<file path="src/verilog/wwdt_pkg.sv">
package wwdt_pkg;
  // Nominal low-power RC frequency and the two prescaler periods it yields
  localparam int RC_OSC_HZ = 32000;
  localparam int PRE_SHORT_MS = 1;
  localparam int PRE_LONG_MS = 4;
  localparam int PRE_DIV_SHORT = RC_OSC_HZ * PRE_SHORT_MS / 1000;
  localparam int PRE_DIV_LONG = RC_OSC_HZ * PRE_LONG_MS / 1000;
  // Counter and field widths
  localparam int PRE_W = 7;
  localparam int POST_W = 15;
  localparam int SEL_W = 4;
  localparam int SPAN_W = 26;
  localparam int CFG_W = 8;
  localparam int ADDR_W = 4;
  localparam int DATA_W = 16;
  // Configuration word layout
  localparam int CFG_POST_LSB = 0;
  localparam int CFG_PRE_BIT = 4;
  localparam int CFG_WINDOW_DIS_BIT = 6;
  localparam int CFG_HWEN_BIT = 7;
  // Reset control register layout
  localparam int RC_IDLE_BIT = 2;
  localparam int RC_SLEEP_BIT = 3;
  localparam int RC_TIMEOUT_BIT = 4;
  localparam int RC_SWEN_BIT = 5;
  // Register offsets
  localparam logic [ADDR_W-1:0] ADDR_RESET_CTRL = 4'h0;
  localparam logic [ADDR_W-1:0] ADDR_ELAPSED = 4'h1;
  // Clear window: final quarter of the period
  localparam logic [SPAN_W-1:0] WIN_NUM = 26'h3;
  localparam logic [SPAN_W-1:0] WIN_DEN = 26'h4;
  // Execution modes of the core as seen by the watchdog
  typedef enum logic [2:0] {
    WWDT_RUN = 3'b001,
    WWDT_SLEEP = 3'b010,
    WWDT_IDLE = 3'b100
  } wwdt_mode_type;
endpackage : wwdt_pkg

</file>
<file path="src/verilog/wwdt_prescaler.sv">
module wwdt_prescaler #(
  parameter int PRE_W = wwdt_pkg::PRE_W
) (
  input wire logic clk_sys,
  input wire logic reset,
  input wire logic clear,
  input wire logic rc_tick,
  input wire logic prescale_select,
  output logic pre_tick,
  output logic [PRE_W-1:0] pre_count
);
  import wwdt_pkg::*;

  // Refuse a counter too narrow for the long division
  if (PRE_W < $clog2(PRE_DIV_LONG)) begin : g_bad_width
    $error("wwdt_prescaler: PRE_W too small");
  end

  logic [PRE_W-1:0] pre_last; // Terminal count for the selected ratio

  // Select one means divide by the long ratio
  always_comb begin
    if (prescale_select) begin
      pre_last = PRE_W'(PRE_DIV_LONG - 1);
    end else begin
      pre_last = PRE_W'(PRE_DIV_SHORT - 1);
    end
  end

  // Output pulse on the low-power edge that closes a prescaler period
  assign pre_tick = rc_tick && (pre_count >= pre_last);

  // Count low-power clock edges; a clear always wins over counting
  always_ff @(posedge clk_sys) begin
    if (reset || clear) begin
      pre_count <= '0;
    end else if (pre_tick) begin
      pre_count <= '0;
    end else if (rc_tick) begin
      pre_count <= pre_count + PRE_W'(1);
    end
  end
endmodule : wwdt_prescaler

</file>
<file path="src/verilog/wwdt_postscaler.sv">
module wwdt_postscaler #(
  parameter int POST_W = wwdt_pkg::POST_W,
  parameter int SEL_W = wwdt_pkg::SEL_W
) (
  input wire logic clk_sys,
  input wire logic reset,
  input wire logic clear,
  input wire logic pre_tick,
  input wire logic [SEL_W-1:0] postscale_select,
  output logic expire,
  output logic [POST_W-1:0] post_count
);
  import wwdt_pkg::*;

  // The largest ratio must fit the counter
  if (POST_W < (1 << SEL_W) - 1) begin : g_bad_width
    $error("wwdt_postscaler: POST_W too small");
  end

  logic [POST_W-1:0] post_last; // Ratio two to the N, minus one

  // Field value N selects a ratio of two to the N
  assign post_last = POST_W'((32'h1 << postscale_select) - 32'h1);

  // Time-out pulse on the prescaler tick that ends the period
  assign expire = pre_tick && (post_count >= post_last);

  // Count prescaler periods; a clear always wins over counting
  always_ff @(posedge clk_sys) begin
    if (reset || clear) begin
      post_count <= '0;
    end else if (expire) begin
      post_count <= '0;
    end else if (pre_tick) begin
      post_count <= post_count + POST_W'(1);
    end
  end
endmodule : wwdt_postscaler

</file>
<file path="src/verilog/wwdt_top.sv">
// Overview of operation
// - Low-power RC clocks watchdog; enable runs it
// - Prescaler divides by 32 or 128
// - Nominal prescaler period 1 ms or 4 ms
// - Four-bit postscaler gives sixteen ratios
// - Device reset clears all watchdog counters
// - Completed clock switch clears all counters
// - Power-save entry and exit clear counters
// - Clear instruction resets counter and scalers
// - Watchdog keeps counting in sleep, idle
// - Time-out in power save wakes, no reset
// - Time-out flag sticks until software clears
// - Hardware enable forces watchdog always on
// - Otherwise software enable bit five gates it
// - Device reset clears software enable bit
// - Early clear in window mode resets device
// - Select one is 1:128, zero 1:32
// - Window disable one is non-window mode
module wwdt_top #(
  parameter int PRE_W = wwdt_pkg::PRE_W,
  parameter int POST_W = wwdt_pkg::POST_W
) (
  input wire logic clk_sys,
  input wire logic reset,
  input wire logic low_power_rc_osc,
  input wire logic [wwdt_pkg::CFG_W-1:0] watchdog_config_word,
  input wire logic watchdog_clear_instr,
  input wire logic power_save_instr,
  input wire logic power_save_idle,
  input wire logic osc_switch_done,
  input wire logic power_save_exit,
  input wire logic [wwdt_pkg::ADDR_W-1:0] reg_addr,
  input wire logic [wwdt_pkg::DATA_W-1:0] reg_wdata,
  input wire logic reg_write,
  input wire logic reg_read,
  output logic [wwdt_pkg::DATA_W-1:0] reg_rdata,
  output logic rc_osc_enable,
  output logic wdt_reset_req,
  output logic wdt_wake,
  output logic wdt_running
);
  import wwdt_pkg::*;

  // Span arithmetic needs room for the longest period times the window numerator
  if (PRE_W + POST_W + 2 > SPAN_W) begin : g_bad_span
    $error("wwdt_top: counters too wide for window arithmetic");
  end

  // Low-power clock period count, in RC edges, for a given setting
  function automatic logic [SPAN_W-1:0] span_ticks(
    input logic pre_sel,
    input logic [SEL_W-1:0] post_sel
  );
    logic [SPAN_W-1:0] div;
    div = pre_sel ? SPAN_W'(PRE_DIV_LONG) : SPAN_W'(PRE_DIV_SHORT);
    return div << post_sel;
  endfunction : span_ticks

  // Configuration fields
  logic [SEL_W-1:0] postscale_select; // Postscaler ratio code
  logic prescale_select; // One selects the long prescaler
  logic window_disable; // One selects non-window mode
  logic hw_wdt_enable; // Watchdog permanently on

  assign postscale_select = watchdog_config_word[CFG_POST_LSB +: SEL_W];
  assign prescale_select = watchdog_config_word[CFG_PRE_BIT];
  assign window_disable = watchdog_config_word[CFG_WINDOW_DIS_BIT];
  assign hw_wdt_enable = watchdog_config_word[CFG_HWEN_BIT];

  // Software-visible state
  logic soft_wdt_enable; // Software enable
  logic timeout_flag; // Sticky time-out flag
  logic sleep_flag; // Entered sleep
  logic idle_flag; // Entered idle
  wwdt_mode_type mode; // Core execution mode
  wwdt_mode_type next_mode;

  // Low-power clock synchroniser and edge detect
  logic rc_meta; // First stage, read only by the second
  logic rc_sync; // Second stage
  logic rc_prev; // Delayed copy for the edge
  logic rc_tick; // One pulse per RC rising edge

  // Counter chain
  logic pre_tick;
  logic expire;
  logic [PRE_W-1:0] pre_count;
  logic [POST_W-1:0] post_count;

  // Decoded events
  logic wdt_en; // Watchdog active
  logic run_mode; // Normal execution
  logic clr_run; // Clear instruction during normal execution
  logic window_open; // Inside final quarter
  logic early_clear; // Clear before the window opens
  logic cnt_clear; // Any cause that restarts the counters
  logic exit_ps; // Leaving sleep or idle
  logic rc_write; // Write to the reset control register
  logic [SPAN_W-1:0] elapsed; // Elapsed RC edges in this period

  assign wdt_en = hw_wdt_enable || soft_wdt_enable;
  assign run_mode = (mode == WWDT_RUN);
  assign clr_run = watchdog_clear_instr && run_mode;
  assign rc_write = reg_write && (reg_addr == ADDR_RESET_CTRL);
  assign exit_ps = !run_mode && (power_save_exit || (wdt_en && expire));

  // Position within the period, in RC edges
  assign elapsed = SPAN_W'(post_count) * span_ticks(prescale_select, SEL_W'(0))
    + SPAN_W'(pre_count);

  // Open once elapsed time reaches three quarters of the period
  assign window_open = (elapsed * WIN_DEN)
    >= (span_ticks(prescale_select, postscale_select) * WIN_NUM);

  // Only window mode punishes an early clear
  assign early_clear = clr_run && wdt_en && !window_disable && !window_open;

  // Every restart cause; a disabled watchdog is held at zero as well
  always_comb begin
    cnt_clear = wdt_reset_req
      || osc_switch_done
      || (run_mode && power_save_instr) || exit_ps
      || clr_run
      || !wdt_en;
  end

  // Two flip-flops before the slow clock is looked at
  always_ff @(posedge clk_sys) begin
    if (reset) begin
      rc_meta <= 1'b0;
      rc_sync <= 1'b0;
      rc_prev <= 1'b0;
    end else begin
      rc_meta <= low_power_rc_osc;
      rc_sync <= rc_meta;
      rc_prev <= rc_sync;
    end
  end

  // Only the RC oscillator advances the watchdog
  assign rc_tick = rc_sync && !rc_prev;

  // Prescaler, divide by 32 or 128
  wwdt_prescaler #(
    .PRE_W(PRE_W)
  ) u_prescaler (
    .clk_sys(clk_sys),
    .reset(reset),
    .clear(cnt_clear),
    .rc_tick(rc_tick),
    .prescale_select(prescale_select),
    .pre_tick(pre_tick),
    .pre_count(pre_count)
  );

  // Postscaler, ratio two to the N
  wwdt_postscaler #(
    .POST_W(POST_W),
    .SEL_W(SEL_W)
  ) u_postscaler (
    .clk_sys(clk_sys),
    .reset(reset),
    .clear(cnt_clear),
    .pre_tick(pre_tick),
    .postscale_select(postscale_select),
    .expire(expire),
    .post_count(post_count)
  );

  // Mode tracking; counting continues in every mode while enabled
  always_comb begin
    next_mode = mode;
    case (mode)
      WWDT_RUN: begin
        if (power_save_instr) begin
          next_mode = power_save_idle ? WWDT_IDLE : WWDT_SLEEP;
        end
      end
      WWDT_SLEEP, WWDT_IDLE: begin
        // Time-out resumes execution instead of resetting
        if (exit_ps) begin
          next_mode = WWDT_RUN;
        end
      end
      default: begin
        next_mode = WWDT_RUN;
      end
    endcase
  end

  // Mode register; a watchdog reset restarts the core in run mode
  always_ff @(posedge clk_sys) begin
    if (reset || wdt_reset_req) begin
      mode <= WWDT_RUN;
    end else begin
      mode <= next_mode;
    end
  end

  // Reset request on run-mode time-out or early clear
  always_ff @(posedge clk_sys) begin
    if (reset || wdt_reset_req) begin
      wdt_reset_req <= 1'b0;
    end else begin
      wdt_reset_req <= (run_mode && wdt_en && expire) || early_clear;
    end
  end

  // Wake pulse when a time-out ends sleep or idle
  always_ff @(posedge clk_sys) begin
    if (reset) begin
      wdt_wake <= 1'b0;
    end else begin
      wdt_wake <= !run_mode && wdt_en && expire;
    end
  end

  // Oscillator request and running indication follow the enable
  always_ff @(posedge clk_sys) begin
    if (reset) begin
      rc_osc_enable <= 1'b0;
      wdt_running <= 1'b0;
    end else begin
      rc_osc_enable <= wdt_en;
      wdt_running <= wdt_en;
    end
  end

  // Software enable; any device reset, including our own, clears it
  always_ff @(posedge clk_sys) begin
    if (reset || wdt_reset_req) begin
      soft_wdt_enable <= 1'b0;
    end else if (rc_write) begin
      soft_wdt_enable <= reg_wdata[RC_SWEN_BIT];
    end
  end

  // Sticky time-out flag: set wins over a software write; survives our own reset
  always_ff @(posedge clk_sys) begin
    if (reset) begin
      timeout_flag <= 1'b0;
    end else if ((wdt_en && expire) || early_clear) begin
      timeout_flag <= 1'b1;
    end else if (rc_write) begin
      timeout_flag <= reg_wdata[RC_TIMEOUT_BIT];
    end
  end

  // Power-save status; hardware never clears these on wake
  always_ff @(posedge clk_sys) begin
    if (reset) begin
      sleep_flag <= 1'b0;
      idle_flag <= 1'b0;
    end else begin
      if (run_mode && power_save_instr && !power_save_idle) begin
        sleep_flag <= 1'b1;
      end else if (rc_write) begin
        sleep_flag <= reg_wdata[RC_SLEEP_BIT];
      end
      if (run_mode && power_save_instr && power_save_idle) begin
        idle_flag <= 1'b1;
      end else if (rc_write) begin
        idle_flag <= reg_wdata[RC_IDLE_BIT];
      end
    end
  end

  // Read data stand for one cycle after the strobe, zero otherwise
  always_ff @(posedge clk_sys) begin
    if (reset) begin
      reg_rdata <= '0;
    end else if (reg_read) begin
      case (reg_addr)
        ADDR_RESET_CTRL: begin
          reg_rdata <= '0;
          reg_rdata[RC_IDLE_BIT] <= idle_flag;
          reg_rdata[RC_SLEEP_BIT] <= sleep_flag;
          reg_rdata[RC_TIMEOUT_BIT] <= timeout_flag;
          reg_rdata[RC_SWEN_BIT] <= soft_wdt_enable;
        end
        ADDR_ELAPSED: begin
          reg_rdata <= DATA_W'(post_count);
        end
        default: begin
          reg_rdata <= '0;
        end
      endcase
    end else begin
      reg_rdata <= '0;
    end
  end
endmodule : wwdt_top

</file>
<file path="config.mk">
export PLATFORM = sky130hd
export DESIGN_NAME = wwdt_top
export DESIGN_NICKNAME = d
export VERILOG_FILES = /design/src/verilog/wwdt_pkg.sv /design/src/verilog/wwdt_prescaler.sv /design/src/verilog/wwdt_postscaler.sv /design/src/verilog/wwdt_top.sv
export SDC_FILE = /design/constraint.sdc
export NUM_CORES = 1
export LEC_CHECK = 0
export BUFFER_PORTS_ARGS = -buffer_cell sky130_fd_sc_hd__buf_2
export CORE_MARGIN = 2
export CORE_UTILIZATION = 50
export CTS_BUF_LIST = sky130_fd_sc_hd__clkbuf_8 sky130_fd_sc_hd__clkbuf_16
export DETAILED_ROUTE_END_ITERATION = 8
export PLACE_DENSITY_LB_ADDON = 0.25
export SLEW_MARGIN = 5
export SYNTH_ARGS = -nofsm -noshare
export SYNTH_HDL_FRONTEND = slang
export SYNTH_SLANG_ARGS = --single-unit
export TNS_END_PERCENT = 30
</file>
<file path="constraint.sdc">
create_clock -name clk_sys -period 15.1 [get_ports clk_sys]
set_input_delay 3.775 -clock clk_sys [delete_from_list [all_inputs] [get_ports clk_sys]]
set_output_delay 3.775 -clock clk_sys [all_outputs]
set_load 0.02 [all_outputs]
</file>
==> metrics <==
Top FF cell, synth dfxtp_1; Max IR drop VDD 0.0825 mV; IO buf count 43; Worst-Skew Late Latency 0.31 ns; DR vias 4,966; Rows 38; initial core utilization 0.513; synthesis-stage register bit count 50; H-tree depth 2; Synth cell types 63; max-slew violation count 0; logic gate share of total power 0.231; commonest cells after routing, fill and taps aside ha_1, nor2_1, dfxtp_1; RSZ-0062 raised after global routing no; routed wire length 12,500 µm; Hold Startpoint rc_meta$_SDFF_PP0_; DIE WIDTH 110 µm; Slew @ Worst Pin 0.834 ns; clock share of power 0.279; first-pass GRT wire length 21,000 µm; DP Worst Slack 6.18 ns; mapped cell area 5570 µm²; setup total negative slack 0 ns; LEAKAGE 2.81 nW; grt ovf 0; initial antenna violation count 0; crit end category flop; fin crit share 0.568; ANT cells 0; Final Hold Viols 0; final setup vio count 0; crit path launch watchdog_config_word[4]; Die Y 110 µm; CTS tree built; FILL cells 1,059; CP arrival 8.82 ns; antenna-violating nets left 0; Vias/cell 5.78; Hold Path Class reg -> reg; commonest non-fill, non-tap cell in the layout ha_1; Post-CTS Setup Repair Bufs 0; share of cells above drive strength 1 0.106; final worst setup slack 6.52 ns; Post-synth EDFFs 0; Synthesis Warnings 0; Int Pwr 0.000192 W; CTS resizes 0; Max Fclk 0.117 GHz; Post-Syn Instances 681; Switch Pwr 0.0000834 W; Final Util 0.552; hold_ws 0.444 ns; HPWL Detailed 10,200 µm; Sink Count 50; P per Cell Area 46.0 nW/µm²; slew margin rel. 0.439; gpl congestion 0.910; Placeable Area 10,800 µm²; Final min period 8.58 ns; clock root buffer clkbuf_8; Mean Syn Cell Area 8.17 µm²; clock skew 0.0107 ns; CTS Hold Bufs 0; sw frac 0.303; Clock Tree Buf Depth 2; Critical Path RT 15.34 ns; startpoint class of the critical path input port; Total Routing Usage GR 0.214; CP Max Fanout 23; share of power burned in registers 0.489; register area share after synthesis 0.180; DRC Markers 0; Synth-to-Final Area Change 7.51%; status finished clean; die area 12,000 µm²; Max-Cap Viols 0; Worst R2R Start u_postscaler.post_count[7]$_SDFFE_PP0P_; CTS Buf Count 5; worst setup path class in -> reg; drt wl/cell 14.6 µm; post-layout net count 864; first-pass detailed-route iteration total 5; Starting DRT DRC Count 308; Reg clk slew, reported paths 0.09 ns; vias in the first global route 4,671; largest net degree at the start of global routing 24; number of top-level pins 58; async set or reset register ratio after synthesis 0
-- cells by family (layout without fill, tap and decap cells) --
logic type                 Yosys count  count (layout)  share of synthesized area
other                                1              14                   0.000674
muxes                               18              18                     0.0353
xor gates and xnor gates            58              58                     0.0913
and+or+nand+nor                    258             258                      0.245
adders and majority gates          108             108                      0.248
AOI/OAI and AO/OA                  131             131                      0.159
buffers and inverters               57              82                     0.0402
DFF                                 50              50                      0.180
-- final timing paths --
kind                                     to  slack (ns)  cells past startpoint
hold / removal           rc_sync$_SDFF_PP0_        0.44                      1
setup reg to reg  timeout_flag$_SDFFE_PP0P_        9.95                     20
setup / recovery  timeout_flag$_SDFFE_PP0P_        6.52                     21
hold reg to reg          rc_sync$_SDFF_PP0_        0.44                      1
-- routing by layer --
layer  vias up  GRT usage  routed length [µm]
met5         -          0                   0
met4         0     0.0443                 123
met3         9     0.0148                 381
met2        85      0.395                6150
met1      2331      0.272                5880
li1       2541          -                   -
-- synth_stat cells, drive strengths merged, types with 3 or more instances --
cell	count	area share
xor2	31	0.049
or3	6	0.0067
o22ai	3	0.0034
a211o	4	0.0063
o21a	8	0.011
o211ai	5	0.0067
o31a	3	0.0047
and3	16	0.018
nor4	9	0.010
nor4b	3	0.0058
a21o	14	0.019
o2111ai	6	0.0094
o311ai	3	0.0047
o31ai	4	0.0054
nor3	35	0.031
inv	31	0.021
fa	4	0.014
or2	8	0.0090
nand4	14	0.016
mux2	13	0.026
nor3b	3	0.0040
a211oi	5	0.0067
nand2	38	0.026
mux2i	5	0.0090
a22oi	6	0.0081
nor2b	12	0.013
nand3b	6	0.010
a21oi	32	0.029
nor2	56	0.038
buf	5	0.0052
a31oi	3	0.0034
o21ai	20	0.018
clkbuf	21	0.014
xnor2	27	0.042
and2	16	0.018
dfxtp	50	0.18
ha	104	0.23
nand3	23	0.021
a2111oi	3	0.0047
nand2b	6	0.0067
-- cell type report --
type / instances / area, µm² / area share
Clock inverter: 3 / 17.5 / 0.00293
Clock buffer: 5 / 68.8 / 0.0115
Timing Repair Buffer: 43 / 215 / 0.0360
Sequential cell: 50 / 1000 / 0.167
Multi-Input combinational cell: 587 / 4390 / 0.734
Inverter: 31 / 116 / 0.0194
Tap cell: 140 / 175 / 0.0293
-- sequential cells by signal, indices dropped and copies added, names as in the netlist --
name	cells
idle_flag	1
wdt_wake	1
u_prescaler.pre_count	7
u_postscaler.post_count	15
wdt_reset_req	1
reg_rdata	15
rc_meta	1
sleep_flag	1
rc_sync	1
timeout_flag	1
mode	3
soft_wdt_enable	1
wdt_running	1
rc_prev	1
-- power groups by stage --
stage | Clock (W) | Combinational, W | Sequential (W)
after global routing | 0.0000838 | 0.0000722 | 0.000135
after floorplan | 0 | 0.0000487 | 0.000138
after detailed placement | 0 | 0.0000629 | 0.000138
after CTS | 0.0000794 | 0.0000633 | 0.000135
final | 0.0000768 | 0.0000636 | 0.000135
after global placement | 0 | 0.0000609 | 0.000138
-- critical path, stage by stage --
cell and delay, ns:
buf_2 0.39, mux2_2 0.27, ha_1 0.13, ha_1 0.13, ha_1 0.15, inv_1 0.06
fa_1 0.53, nor3_1 0.32, or4b_1 0.51, and3b_2 0.29, nand4_1 0.15, nand2b_1 0.20
xor2_1 0.16, ha_1 0.32, a21oi_1 0.15, o2111ai_1 0.17, a2111oi_0 0.37, o211ai_1 0.18
o22ai_1 0.28, nand3_1 0.13, o22ai_1 0.13
-- through the flow --
stage | instance area (µm²) | cells | total power, W
after floorplan | 5610 | 694 | 0.000186
after global placement | 5900 | 851 | 0.000198
after detailed placement | 5900 | 851 | 0.000201
after CTS | 5980 | 859 | 0.000277
after global routing | 5980 | 859 | 0.000291
final | 5980 | 859 | 0.000275
Power figures use the tool's default switching activity.
